`config.mk`:
```
export PLATFORM = sky130hd
export DESIGN_NAME = mct_ch5
export DESIGN_NICKNAME = d
export VERILOG_FILES = /design/src/include/mct_pkg.sv /design/src/hw/mct_ch5.sv /design/src/hw/mct_irq_gate.sv /design/src/hw/mct_pin_a.sv
export SDC_FILE = /design/constraint.sdc
export NUM_CORES = 1
export LEC_CHECK = 0
export BUFFER_PORTS_ARGS = -buffer_cell sky130_fd_sc_hd__buf_2
export CELL_PAD_IN_SITES_DETAIL_PLACEMENT = 0
export CELL_PAD_IN_SITES_GLOBAL_PLACEMENT = 1
export CORE_ASPECT_RATIO = 0.8
export CORE_UTILIZATION = 30
export CTS_BUF_LIST = sky130_fd_sc_hd__clkbuf_4 sky130_fd_sc_hd__clkbuf_8
export CTS_CLUSTER_DIAMETER = 40
export DETAILED_ROUTE_END_ITERATION = 10
export GPL_TIMING_DRIVEN = 0
export PLACE_DENSITY_LB_ADDON = 0.12
export SYNTH_ARGS = -nofsm -noshare
export SYNTH_HDL_FRONTEND = slang
export SYNTH_SLANG_ARGS = --single-unit
```
`constraint.sdc`:
```
create_clock -name sys_clk_i -period 4.87 [get_ports sys_clk_i]
set_input_delay 0.487 -clock sys_clk_i [delete_from_list [all_inputs] [get_ports sys_clk_i]]
set_output_delay 0.487 -clock sys_clk_i [all_outputs]
set_load 0.03 [all_outputs]
```
`src/include/mct_pkg.sv`:
```
/*
 * Shared constants, carriers and helpers of the channel-5 pin and
 * interrupt enable block.
 * Assumes a 12-bit APB byte address and a 16-bit counter outside.
 */
package mct_pkg;

    // ========================================================
    // register map, byte addresses
    // ========================================================
    localparam logic [11:0] OFF_IO_CTRL = 12'h000;
    localparam logic [11:0] OFF_GRA = 12'h004;
    localparam logic [11:0] OFF_STATUS = 12'h008;
    localparam logic [11:0] OFF_COUNT = 12'h00c;
    localparam logic [11:0] OFF_IER_BASE = 12'h010;
    localparam logic [11:0] OFF_IER_STEP = 12'h004;

    // ========================================================
    // sizes
    // ========================================================
    localparam int NUM_CH = 6;
    localparam int OWN_CH = 5;

    // ========================================================
    // io control select fields
    // ========================================================
    localparam int SEL_CAP_BIT = 3;
    localparam int SEL_INIT_BIT = 2;
    localparam logic [1:0] ACT_NONE = 2'h0;
    localparam logic [1:0] ACT_LOW = 2'h1;
    localparam logic [1:0] ACT_HIGH = 2'h2;
    localparam logic [1:0] ACT_TOGGLE = 2'h3;
    localparam logic [1:0] EDGE_RISE = 2'h0;
    localparam logic [1:0] EDGE_FALL = 2'h1;
    localparam int EDGE_BOTH_BIT = 1;

    // ========================================================
    // interrupt enable and status fields
    // ========================================================
    localparam int IER_ADC_BIT = 7;
    localparam int IER_FIXED_BIT = 6;
    localparam logic [7:0] IER_FIXED_ONES = 8'h40;
    localparam logic [7:0] IER_MASK_ALL = 8'h93;
    localparam logic [7:0] IER_MASK_UF = 8'h20;
    localparam logic [7:0] IER_MASK_CD = 8'h0c;
    localparam int ST_DIR_BIT = 7;
    localparam int ST_FIXED_BIT = 6;

    // ========================================================
    // reset values and counter limits
    // ========================================================
    localparam logic [3:0] IO_CTRL_RESET = 4'h0;
    localparam logic [15:0] GRA_RESET = 16'h0000;
    localparam logic [7:0] IER_RESET = 8'h00;
    localparam logic [5:0] FLAGS_RESET = 6'h00;
    localparam logic [15:0] COUNT_MAX = 16'hffff;
    localparam logic [15:0] COUNT_MIN = 16'h0000;

    // flag / request group of one channel, bit order as in the registers
    typedef struct packed {
        logic uf;
        logic ov;
        logic d;
        logic c;
        logic b;
        logic a;
    } mct_evt_s;

    typedef struct packed {
        logic [11:0] addr;
        logic write;
        logic [31:0] wdata;
    } mct_apb_req_s;

    function automatic logic mct_is_capture(input logic [3:0] sel);
        return sel[SEL_CAP_BIT];
    endfunction

    // channels 0 and 3 own registers c and d, the others underflow
    function automatic logic mct_has_cd(input int ch);
        return (ch == 0) || (ch == 3);
    endfunction

    function automatic logic [7:0] mct_ier_mask(input int ch);
        return mct_has_cd(ch) ? (IER_MASK_ALL | IER_MASK_CD)
                              : (IER_MASK_ALL | IER_MASK_UF);
    endfunction

endpackage

```
`src/hw/mct_ch5.sv`:
```
/*
 * Channel-5 pin A control, its general register A and status flags,
 * plus the six per-channel interrupt enable registers, behind APB.
 * Assumes the counter, prescaler and the other channels' flag logic
 * sit outside and feed count_value_i, count_en_i and ext_flags_i.
 */
`timescale 1ns/1ps

module mct_ch5
    import mct_pkg::*;
(
    // clock and reset
    input wire logic sys_clk_i,
    input wire logic rst_i,
    // apb slave
    input wire logic psel_i,
    input wire logic penable_i,
    input wire logic pwrite_i,
    input wire logic [11:0] paddr_i,
    input wire logic [31:0] pwdata_i,
    output logic [31:0] prdata_o,
    output logic pready_o,
    output logic pslverr_o,
    // counter side
    input wire logic [15:0] count_value_i,
    input wire logic count_en_i,
    input wire logic count_up_i,
    input wire logic phase_mode_i,
    input wire logic reg_b_match_i,
    // flags of channels 0 to 4
    input wire mct_evt_s [NUM_CH-2:0] ext_flags_i,
    // pin a of channel 5
    input wire logic cc_pin_a_ch5_i,
    output logic cc_pin_a_ch5_o,
    output logic cc_pin_a_ch5_oe_o,
    // requests
    output logic adc_start_o,
    output mct_evt_s [NUM_CH-1:0] irq_req_o
);

    // ========================================================
    // declarations
    // ========================================================
    logic pready_r;
    logic pready_nxt;
    logic pslverr_r;
    logic pslverr_nxt;
    logic [31:0] prdata_r;
    logic [31:0] prdata_nxt;
    mct_apb_req_s req;
    logic setup;
    logic access;
    logic wr_fire;
    logic hit_io;
    logic hit_gra;
    logic hit_status;
    logic hit_count;
    logic status_wr;
    logic status_rd;
    logic [31:0] rd_word;

    logic [3:0] io_control_ch5_r;
    logic [3:0] io_control_ch5_nxt;
    logic io_load_r;
    logic io_load_nxt;
    logic [15:0] general_reg_a_ch5_r;
    logic [15:0] general_reg_a_ch5_nxt;
    logic [15:0] last_count_r;
    logic [15:0] last_count_nxt;
    mct_evt_s flags_r;
    mct_evt_s flags_nxt;
    mct_evt_s seen_r;
    mct_evt_s seen_nxt;
    logic adc_r;
    logic adc_nxt;

    logic cmp_match;
    logic capture;
    logic ov_evt;
    logic uf_evt;
    logic a_evt;
    mct_evt_s set_v;
    mct_evt_s clr_v;
    logic [7:0] status_v;

    logic [NUM_CH-1:0] ier_wr;
    logic [7:0] ier_val [NUM_CH];
    mct_evt_s [NUM_CH-1:0] all_flags;
    mct_evt_s [NUM_CH-1:0] req_v;

    // ========================================================
    // address decode
    // ========================================================
    function automatic logic ier_hit(input logic [11:0] a, input int ch);
        logic [11:0] off;
        off = OFF_IER_BASE + 12'(ch) * OFF_IER_STEP;
        return a == off;
    endfunction

    function automatic logic addr_valid(input logic [11:0] a);
        logic hit;
        hit = (a == OFF_IO_CTRL) || (a == OFF_GRA) ||
              (a == OFF_STATUS) || (a == OFF_COUNT);
        for (int ch = 0; ch < NUM_CH; ch++) begin
            hit = hit | ier_hit(a, ch);
        end
        return hit;
    endfunction

    assign req.addr = paddr_i;
    assign req.write = pwrite_i;
    assign req.wdata = pwdata_i;

    // one decoder feeds the read mux, the write strobes and the marks
    assign hit_io = (req.addr == OFF_IO_CTRL);
    assign hit_gra = (req.addr == OFF_GRA);
    assign hit_status = (req.addr == OFF_STATUS);
    assign hit_count = (req.addr == OFF_COUNT);

    // answer comes in the first access cycle, no wait states
    assign setup = psel_i & ~penable_i;
    assign access = psel_i & penable_i & pready_r;
    // an unmapped write is refused and stores nothing
    assign wr_fire = access & req.write & addr_valid(req.addr);
    assign status_wr = wr_fire & hit_status;
    // marked at setup, from the same flags that go into prdata
    assign status_rd = setup & ~req.write & hit_status;

    // ========================================================
    // events of channel 5
    // ========================================================
    assign cmp_match = count_en_i & ~mct_is_capture(io_control_ch5_r) &
                       (count_value_i == general_reg_a_ch5_r);
    assign ov_evt = count_en_i & (last_count_r == COUNT_MAX) &
                    (count_value_i == COUNT_MIN);
    assign uf_evt = count_en_i & phase_mode_i &
                    (last_count_r == COUNT_MIN) &
                    (count_value_i == COUNT_MAX);
    assign a_evt = cmp_match | capture;

    assign status_v = {count_up_i, 1'b1, 6'(flags_r)};

    // ========================================================
    // apb read path and handshake
    // ========================================================
    always_comb begin
        rd_word = 32'h0000_0000;
        if (hit_io) begin
            rd_word = {28'h000_0000, io_control_ch5_r};
        end else if (hit_gra) begin
            rd_word = {16'h0000, general_reg_a_ch5_r};
        end else if (hit_status) begin
            rd_word = {24'h00_0000, status_v};
        end else if (hit_count) begin
            rd_word = {16'h0000, count_value_i};
        end
        for (int ch = 0; ch < NUM_CH; ch++) begin
            if (ier_hit(req.addr, ch)) begin
                rd_word = {24'h00_0000, ier_val[ch]};
            end
        end
    end

    always_comb begin
        pready_nxt = setup;
        pslverr_nxt = 1'b0;
        prdata_nxt = prdata_r;
        if (setup) begin
            // unmapped reads return zero, writes read back nothing
            prdata_nxt = 32'h0000_0000;
            pslverr_nxt = ~addr_valid(req.addr);
            if (!req.write) begin
                prdata_nxt = rd_word;
            end
        end
    end

    always_ff @(posedge sys_clk_i) begin
        if (rst_i) begin
            pready_r <= 1'b0;
            pslverr_r <= 1'b0;
            prdata_r <= 32'h0000_0000;
        end else begin
            pready_r <= pready_nxt;
            pslverr_r <= pslverr_nxt;
            prdata_r <= prdata_nxt;
        end
    end

    // ========================================================
    // control registers of channel 5
    // ========================================================
    always_comb begin
        io_control_ch5_nxt = io_control_ch5_r;
        io_load_nxt = 1'b0;
        general_reg_a_ch5_nxt = general_reg_a_ch5_r;
        last_count_nxt = last_count_r;
        if (wr_fire && hit_io) begin
            io_control_ch5_nxt = req.wdata[3:0];
            io_load_nxt = 1'b1;
        end
        if (wr_fire && hit_gra) begin
            general_reg_a_ch5_nxt = req.wdata[15:0];
        end
        // hardware capture wins over a software write
        if (capture) begin
            general_reg_a_ch5_nxt = count_value_i;
        end
        if (count_en_i) begin
            last_count_nxt = count_value_i;
        end
    end

    always_ff @(posedge sys_clk_i) begin
        if (rst_i) begin
            io_control_ch5_r <= IO_CTRL_RESET;
            io_load_r <= 1'b1;
            general_reg_a_ch5_r <= GRA_RESET;
            last_count_r <= COUNT_MIN;
        end else begin
            io_control_ch5_r <= io_control_ch5_nxt;
            io_load_r <= io_load_nxt;
            general_reg_a_ch5_r <= general_reg_a_ch5_nxt;
            last_count_r <= last_count_nxt;
        end
    end

    // ========================================================
    // status flags of channel 5
    // ========================================================
    always_comb begin
        set_v = mct_evt_s'(FLAGS_RESET);
        set_v.ov = ov_evt;
        set_v.uf = uf_evt;
        set_v.b = reg_b_match_i;
        set_v.a = a_evt;
        clr_v = mct_evt_s'(FLAGS_RESET);
        // a zero clears only a flag read as one before
        if (status_wr) begin
            clr_v = mct_evt_s'(seen_r & ~req.wdata[5:0]);
        end
        // set beats a clear landing in the same cycle
        flags_nxt = mct_evt_s'((flags_r & ~clr_v) | set_v);
        adc_nxt = a_evt & ier_val[OWN_CH][IER_ADC_BIT];
    end

    always_ff @(posedge sys_clk_i) begin
        if (rst_i) begin
            flags_r <= mct_evt_s'(FLAGS_RESET);
            adc_r <= 1'b0;
        end else begin
            flags_r <= flags_nxt;
            adc_r <= adc_nxt;
        end
    end

    // ========================================================
    // read marks of channel 5 flags
    // ========================================================
    always_comb begin
        seen_nxt = seen_r;
        // a cleared flag must be read as one again first
        if (status_wr) begin
            seen_nxt = mct_evt_s'(seen_r & ~clr_v);
        end
        if (status_rd) begin
            seen_nxt = mct_evt_s'(seen_r | flags_r);
        end
    end

    always_ff @(posedge sys_clk_i) begin
        if (rst_i) begin
            seen_r <= mct_evt_s'(FLAGS_RESET);
        end else begin
            seen_r <= seen_nxt;
        end
    end

    // ========================================================
    // pin a
    // ========================================================
    mct_pin_a u_pin_a (
        .sys_clk_i(sys_clk_i),
        .rst_i(rst_i),
        .sel_i(io_control_ch5_r),
        .load_i(io_load_r),
        .match_i(cmp_match),
        .pin_i(cc_pin_a_ch5_i),
        .pin_o(cc_pin_a_ch5_o),
        .pin_oe_o(cc_pin_a_ch5_oe_o),
        .capture_o(capture)
    );

    // ========================================================
    // interrupt enables, one per channel
    // ========================================================
    for (genvar ch = 0; ch < NUM_CH; ch++) begin : g_ier
        if (ch == OWN_CH) begin : g_own
            assign all_flags[ch] = flags_r;
        end else begin : g_ext
            assign all_flags[ch] = ext_flags_i[ch];
        end
        assign ier_wr[ch] = wr_fire & ier_hit(req.addr, ch);
        mct_irq_gate #(
            .WMASK(mct_ier_mask(ch))
        ) u_gate (
            .sys_clk_i(sys_clk_i),
            .rst_i(rst_i),
            .wr_i(ier_wr[ch]),
            .wdata_i(req.wdata[7:0]),
            .value_o(ier_val[ch]),
            .flags_i(all_flags[ch]),
            .req_o(req_v[ch])
        );
    end

    // ========================================================
    // outputs
    // ========================================================
    assign prdata_o = prdata_r;
    assign pready_o = pready_r;
    assign pslverr_o = pslverr_r;
    assign adc_start_o = adc_r;
    assign irq_req_o = req_v;

endmodule // mct_ch5

```
`src/hw/mct_irq_gate.sv`:
```
/*
 * Interrupt enable register of one channel and its request gating.
 * Assumes write strobes come from the APB slave in the top.
 */
`timescale 1ns/1ps
module mct_irq_gate
    import mct_pkg::*;
#(
    parameter logic [7:0] WMASK = IER_MASK_ALL
) (
    // clock and reset
    input wire logic sys_clk_i,
    input wire logic rst_i,
    // register access
    input wire logic wr_i,
    input wire logic [7:0] wdata_i,
    output logic [7:0] value_o,
    // flags in, requests out
    input wire mct_evt_s flags_i,
    output mct_evt_s req_o
);
    logic [7:0] en_r;
    logic [7:0] en_nxt;
    mct_evt_s req_r;
    mct_evt_s req_nxt;

    always_comb begin
        en_nxt = en_r;
        if (wr_i) begin
            // reserved bits never store
            en_nxt = wdata_i & WMASK;
        end
        // level request, drops with flag or enable
        req_nxt = mct_evt_s'(flags_i & en_r[5:0]);
    end

    always_ff @(posedge sys_clk_i) begin
        if (rst_i) begin
            en_r <= IER_RESET;
            req_r <= mct_evt_s'(FLAGS_RESET);
        end else begin
            en_r <= en_nxt;
            req_r <= req_nxt;
        end
    end

    assign value_o = en_r | IER_FIXED_ONES;
    assign req_o = req_r;

endmodule // mct_irq_gate

```
`src/hw/mct_pin_a.sv`:
```
/*
 * Pin A of channel 5: compare output drive and capture edge detect.
 * Assumes the pin input is synchronous to sys_clk_i.
 */
`timescale 1ns/1ps
module mct_pin_a
    import mct_pkg::*;
(
    // clock and reset
    input wire logic sys_clk_i,
    input wire logic rst_i,
    // control
    input wire logic [3:0] sel_i,
    input wire logic load_i,
    input wire logic match_i,
    // pin
    input wire logic pin_i,
    output logic pin_o,
    output logic pin_oe_o,
    output logic capture_o
);
    typedef enum logic [2:0] {
        MODE_OFF = 3'b001,
        MODE_CMP = 3'b010,
        MODE_CAP = 3'b100
    } mct_mode_e;

    mct_mode_e mode_r;
    mct_mode_e mode_nxt;
    logic lvl_r;
    logic lvl_nxt;
    logic prev_r;
    logic rise;
    logic fall;

    assign rise = pin_i & ~prev_r;
    assign fall = ~pin_i & prev_r;

    always_comb begin
        lvl_nxt = lvl_r;
        if (mct_is_capture(sel_i)) begin
            mode_nxt = MODE_CAP;
        end else if (sel_i[1:0] == ACT_NONE) begin
            mode_nxt = MODE_OFF;
        end else begin
            mode_nxt = MODE_CMP;
        end
        // a fresh setting wins over a match in the same cycle
        if (load_i) begin
            lvl_nxt = sel_i[SEL_INIT_BIT];
        end else if (match_i && mode_r == MODE_CMP) begin
            case (sel_i[1:0])
                ACT_LOW: lvl_nxt = 1'b0;
                ACT_HIGH: lvl_nxt = 1'b1;
                ACT_TOGGLE: lvl_nxt = ~lvl_r;
                default: lvl_nxt = lvl_r;
            endcase
        end
    end

    always_comb begin
        case (mode_r)
            MODE_CAP: begin
                if (sel_i[EDGE_BOTH_BIT]) begin
                    capture_o = rise | fall;
                end else if (sel_i[1:0] == EDGE_FALL) begin
                    capture_o = fall;
                end else begin
                    capture_o = rise;
                end
            end
            default: capture_o = 1'b0;
        endcase
    end

    always_ff @(posedge sys_clk_i) begin
        if (rst_i) begin
            mode_r <= MODE_OFF;
            lvl_r <= 1'b0;
            prev_r <= 1'b0;
        end else begin
            mode_r <= mode_nxt;
            lvl_r <= lvl_nxt;
            prev_r <= pin_i;
        end
    end

    assign pin_o = lvl_r;
    assign pin_oe_o = (mode_r == MODE_CMP);

endmodule // mct_pin_a

```
==> flow_summary.toml, run 1 <==
[global_route]
grt_usage_pct = 19.9
antenna_found_initial = 0
grt-ovfl-total = 0
first_global_vias = 5098
grt_max_degree = 17
grt_pass1_wl_microns = 30800

[cts]
cts_made_buffers = 17
cts_tree = "yes"
cts.htree.levels = 4
post-cts-setup-buffers = 0
cts_sinks = 131
clock_path_buffers = 2
root_buffer = "clkbuf_8"
cts_hold_buf = 0
clk_transition_reported_paths_ps = 80
postCtsResizedCells = 0
clock_latency_ps = 450

[synthesis]
synth_top_family_by_area = "simple AND/OR/NAND/NOR gates"
ys_seq_elements = 131
synthXorXnorAreaFrac_pct = 2.31
synthSimpleGateAreaFrac_pct = 22.6
synth-compound-area-share_pct = 11.0
synthAdderAreaFrac_pct = 0.413
synth_ff_type = "dfxtp_1"
synth.distinct_cells = 56
ys_seq_area_share_pct = 43.2
yosysTopAreaCellShare_pct = 43.2
yosys_warnings = 0
synthCells = 667
netlist_area_sq_um = 6060
synth_top_cell_by_area = "dfxtp_1"
synth.area.mux_share_pct = 14.0
synthTopCellsByArea = "dfxtp_1 43%, mux2i_1 11%, nor2_1 6.4%"
synth-edff-count = 0
async_flop_share_pct = 0
synth.avg_cell_area_sq_um = 9.09

[sta]
slew_viol_final = 0
setup_viol_count_final = 0
finalCritPeriodShare_pct = 47.4
skew_ps = 9.83
worst_slew_pin_slew_ps = 785
fmax_mhz = 433
hold_viol_final = 0
fin_hold_ws_ps = 252
min_period_ps = 2310
relSlewSlack_pct = 47.4
tns_ps = 0
rsz0062_at_grt = "false"

[drt]
wl_per_cell_microns = 18.3
drtPass1Iterations = 5
wirelength_microns = 20200
vias = 5339
viasPerCell = 4.86
drc_errors = 0
antenna_left = 0
drtIter0Drc = 308

[floorplan]
dieArea_sq_um = 20800
coreArea_sq_um = 19800
die_w_microns = 161
io_pins = 173
initial_core_util_pct = 30.6
dieHeight_microns = 129
num_rows = 46

[job]
maxCapViolCount = 0

[power]
power_frac_comb_pct = 9.6
leakagePower_nw = 3.13
power.internal_w = 0.00173
seq_power_share_pct = 47.5
ir_drop_v = 0.000144
clkPwrFrac_pct = 42.9
power_w = 0.00229
switching_share_pct = 24.7
p_switching_w = 0.000567
p_per_area_nw_per_um2 = 307

[cells_and_area]
multi_input_area_sq_um = 3150
final_area_sq_um = 7470
drive_above_1_share_pct = 24.6
fillerInstances = 2070
syn2layout_area_growth_pct = 23.2
seqCellArea_sq_um = 2620
nNetsFinal = 927
final_cell_mix = "131 x dfxtp_1, 126 x buf_2, 103 x nor2_1"
layout_commonest_cell = "dfxtp_1"

[placed_design]
placed_cell_area_sq_um = 7060
hpwl_microns = 15300
port_buffers = 114
place_congestion = 0.842

[worst_setup_path]
cp.arrival_ps = 2610
max_stage_delay_ps = 500
startpoint_type = "flop"
worst_path_most_repeated_cell = "buf_4"
cp_cell_sequence = "mux2_2, o211ai_1, buf_4, buf_4, a21boi_0, nor3b_1"
critPathMaxFanout = 10
crit_required_ps = 5170
crit_slowest_cell = "dfxtp_1"
path_class = "flop to flop"
critPathCaptureType = "flop"

[worst_hold_path]
worstHoldPathType = "input pin to flop"

[outcome]
status = "finished clean"
flip-flops by register name (all words and copies together) (netlist names):
name	cells
pslverr_o	1
g_ier.u_gate.req_o	26
seen_r	6
adc_start_o	1
u_pin_a.mode_r	3
io_load_r	1
g_ier.u_gate.en_r	32
u_pin_a.pin_o	1
all_flags	6
pready_o	1
u_pin_a.prev_r	1
general_reg_a_ch5_r	16
io_control_ch5_r	4
prdata_o	16
last_count_r	16
critical path, delay by kind of cell (launching register included):
kind / cells / cell delay, ps
flops: 1 / 500
compound gates: 2 / 640
simple gates: 1 / 130
mux: 1 / 380
buf+inv: 2 / 510
power by group through the flow:
stage	combinational (W)	sequential (W)	clock (W)
5_1_grt	0.000238	0.00109	0.00106
3_3_place_gp	0.000218	0.00111	0
2_1_floorplan	0.000129	0.00111	0
6_report	0.000221	0.00109	0.000985
3_5_place_dp	0.000220	0.00111	0
4_1_cts	0.000220	0.00109	0.00101
final cells by class:
class                      instances  area share, %
clock inverter                     5           1.34
multi-input combinational        490           42.1
timing repair buffer             114           7.64
clock buffer                      23           4.15
tap                              264           4.42
antenna                            1         0.0335
sequential                       131           35.1
buffer                            65           4.87
inverter                           6          0.301
Yosys cell counts (3+ instances only):
cell type	number
nor3_4	3
inv_1	6
mux2_2	3
nor3_1	10
a21oi_1	26
nand4_1	11
nand3b_1	5
dfxtp_1	131
a21boi_0	5
and3b_1	6
a211oi_1	18
o211ai_1	3
nor3b_1	5
nor4bb_1	11
and3_1	3
mux4_2	6
nor2_1	103
buf_2	12
nand3_1	12
o21ai_0	30
buf_4	28
nor4_1	3
mux2i_1	68
xnor2_1	16
nand2b_1	9
a31oi_1	4
nor4_4	3
clkbuf_1	23
nand2_1	62
nor2b_1	5
o221ai_1	3
metal layers:
layer	vias up	GRT usage (%)	share of wire [%]
li1	2604	-	-
met1	2581	29.3	52
met2	139	29.1	42
met3	15	4.48	5.2
met4	0	4.66	0.95
met5	-	0	0
cell families (layout without fill, tap and decap cells):
family	count (synthesis)	after routing
mux	77	77
buf+inv	71	213
simple gates	264	264
fa+ha+maj	2	2
flops	131	131
compound gates	105	105
xor+xnor	16	16
other cells	1	27
worst paths after layout:
path | slack [ps] | start | to | cells past startpoint
setup reg to reg | 2560 | io_control_ch5_r[0] | adc_start_o | 6
hold / removal | 250 | ext_flags_i[28] | g_ier[4].u_gate.req_o[4] | 3
hold reg to reg | 440 | g_ier[0].u_gate.en_r[3] | g_ier[0].u_gate.req_o[3] | 2
setup / recovery | 2560 | io_control_ch5_r[0] | adc_start_o | 6
through the flow:
stage / util (%) / setup WS [ps] / std cells
2_1_floorplan: - / 2920 / 692
3_3_place_gp: 35.7 / 2330 / 1070
3_5_place_dp: 35.7 / 2370 / 1070
6_report: 37.7 / 2560 / 1099
4_1_cts: 37.7 / 2570 / 1098
5_1_grt: 37.7 / 2490 / 1098
No activity file was read; power rests on OpenSTA's default activity.
==> run 2, diff against run 1 <==
Settings changed: ABC_AREA set to 1.
Clock period 4.87 ns to 2.4 ns, I/O delays scaled along.
==> run 2 against run 1 <==
  * The flow now finishes with violations (design-rule violations)
  * Worst hold slack lost 230 ps
  * Via count grew 24%
  * Critical endpoint is now general_reg_a_ch5_r[10]
  * Clock power grew 100%
  * Largest power group unchanged
  * Fmax grew 6.3%
  * Critical path depth grew 3
  * Worst setup slack lost 2300 ps
  * Global-route usage grew 2.2 points
==> flow_summary.toml, run 2 <==
[outcome]
status = "finished, violations left"
violations = "design-rule violations"

[sta]
hold_viol_final = 0
slew_viol_final = 0
fin_hold_ws_ps = 23.1
fmax_mhz = 461
setup_slack_ps = 230
min_period_ps = 2170
finalCritPeriodShare_pct = 90.4
rsz0062_at_grt = "false"
relSlewSlack_pct = 42.6
skew_ps = 17.1
setup_viol_count_final = 0
worst_slew_pin_slew_ps = 855

[global_route]
grt_max_degree = 17
antenna_found_initial = 0
grt_usage_pct = 22.0
first_global_vias = 5901
grt-ovfl-total = 0
grt_pass1_wl_microns = 35300

[synthesis]
synth_top_cell_by_area = "dfxtp_1"
synth_ff_type = "dfxtp_1"
netlist_top_cells_count = "175 x nand2_1, 136 x nor2_1, 131 x dfxtp_1"
netlist_area_sq_um = 6410
ys_seq_elements = 131
synthTopCellsByArea = "dfxtp_1 41%, nand2_1 10%, nor2_1 8.0%"
yosysTopAreaCellShare_pct = 40.9
synth.distinct_cells = 35
synth.avg_cell_area_sq_um = 6.83
yosysMostFrequentCell = "nand2_1"
ys_seq_area_share_pct = 40.9
async_flop_share_pct = 0
synthCells = 939
yosys_warnings = 0
synth-edff-count = 0

[cts]
cts_made_buffers = 17
clock_latency_ps = 470
cts_tree = "yes"
clk_transition_reported_paths_ps = 70
root_buffer = "clkbuf_8"
post-cts-setup-buffers = 0
cts_sinks = 131
clock_path_buffers = 2
cts.htree.levels = 4

[worst_setup_path]
startpoint_type = "flop"
rrSetupSlack_ps = 230
crit_slowest_cell = "clkbuf_1"
critPathMaxFanout = 10
path_class = "flop to flop"
crit_required_ps = 2800
reg2regPathDepth = 9
critPathCaptureType = "flop"
crit_path_start = "io_control_ch5_r[0]"
worst_path_most_repeated_cell = "nor2_1"
cp_cell_sequence = "inv_1, nor2_1, nor2_1, o2111ai_2, clkbuf_1, nand2_1, o21ai_0, nor2_1, nor2_1"
r2r-end = "general_reg_a_ch5_r[10]"
cp.arrival_ps = 2570
reg2reg_from = "io_control_ch5_r[0]"
max_stage_delay_ps = 540

[cells_and_area]
syn2layout_area_growth_pct = 25.6
nNetsFinal = 1224
fin_cells = 1401
diodes = 0
regMostFlops = "g_ier.u_gate.en_r"
largest_reg_flops = 32
drive_above_1_share_pct = 19.5
layout_commonest_cell = "nand2_1"
final_cell_mix = "175 x nand2_1, 136 x nor2_1, 131 x dfxtp_1"
final_util_pct = 38.7

[drt]
viasPerCell = 4.74
wirelength_microns = 23700
drtIter0Drc = 641
antenna_left = 0
drc_errors = 12
drtPass1Iterations = 8
wl_per_cell_microns = 16.9
vias = 6646

[placed_design]
place_inst = 1349
hpwl_microns = 17800
port_buffers = 116
place_congestion = 0.890
dp_slack_ps = -18.9

[worst_hold_path]
worstHoldPathType = "input pin to flop"
min_to = "u_pin_a.prev_r"
hold_depth = 3
worstHoldStart = "cc_pin_a_ch5_i"

[power]
ir_drop_v = 0.000239
p_per_area_nw_per_um2 = 574
leakagePower_nw = 3.67
power_w = 0.00462

[floorplan]
dieHeight_microns = 133
dieArea_sq_um = 22000
initial_core_util_pct = 30.8
io_pins = 173
die_w_microns = 165
num_rows = 47
coreArea_sq_um = 20800

[job]
maxCapViolCount = 0
[run 2: repair_timing]
item / in CTS / in global routing
endpoints found under the setup margin: 1 / 0
resized for setup: 1 / 0
hold buffers: 23 / 0
endpoints found under the hold margin: 23 / 0
[run 2: cells by family (layout without fill, tap and decap cells)]
| kind of cell | after synthesis | count (layout) | share of synthesized area (%) |
|---|---|---|---|
| and+or+nand+nor | 458 | 458 | 32.1 |
| AOI/OAI and AO/OA | 176 | 176 | 14.4 |
| buffers and inverters | 167 | 335 | 11.6 |
| DFF | 131 | 131 | 40.9 |
| xor gates and xnor gates | 4 | 4 | 0.547 |
| adders and majority gates | 2 | 2 | 0.390 |
| other | 1 | 26 | 0.0585 |
[run 2: layout make-up]
class / instances / area (sq um)
clock buffers: 19 / 262
repair buffers: 139 / 811
plain buffers: 55 / 324
fillers: 2293 / 12800
well taps: 269 / 337
clock inverters: 10 / 134
flip-flops and latches: 131 / 2620
multi-input cells: 666 / 3140
inverters: 112 / 420
[run 2: worst max-delay path, delay by kind of cell (launching register included)]
family,cells,cell delay (ps)
simple gates,5,460
compound gates,2,540
buf+inv,2,610
flops,1,500
[run 2: power by group]
part,internal [W],switching [W],leakage [nW],total (W)
clock,0.00106,0.000912,0.199,0.00197
sequential,0.00219,0.0000167,1.06,0.00221
combinational,0.000149,0.000289,2.41,0.000439
[run 2: how the worst max path moves through the flow]
stage | end | depth (start not counted) | slack, ps
floorplan | general_reg_a_ch5_r[13] | 15 | 650
global route | general_reg_a_ch5_r[10] | 9 | 20
CTS | general_reg_a_ch5_r[10] | 9 | 220
detailed placement | general_reg_a_ch5_r[10] | 11 | -20
finish | general_reg_a_ch5_r[10] | 9 | 230
global placement | general_reg_a_ch5_r[10] | 11 | -40
[run 2: per-stage QoR]
stage          area, sq um  setup TNS, ps
6_report              8050              0
5_1_grt               8050              0
4_1_cts               8050              0
3_5_place_dp          7420          -31.4
3_3_place_gp          7420          -81.7
2_1_floorplan         6500              0
[run 2: routing by layer]
layer	global-route usage [%]	wire (microns)
met2	29.5	9380
met4	5.05	212
met5	0	0
met1	35.1	12600
met3	4.45	1490
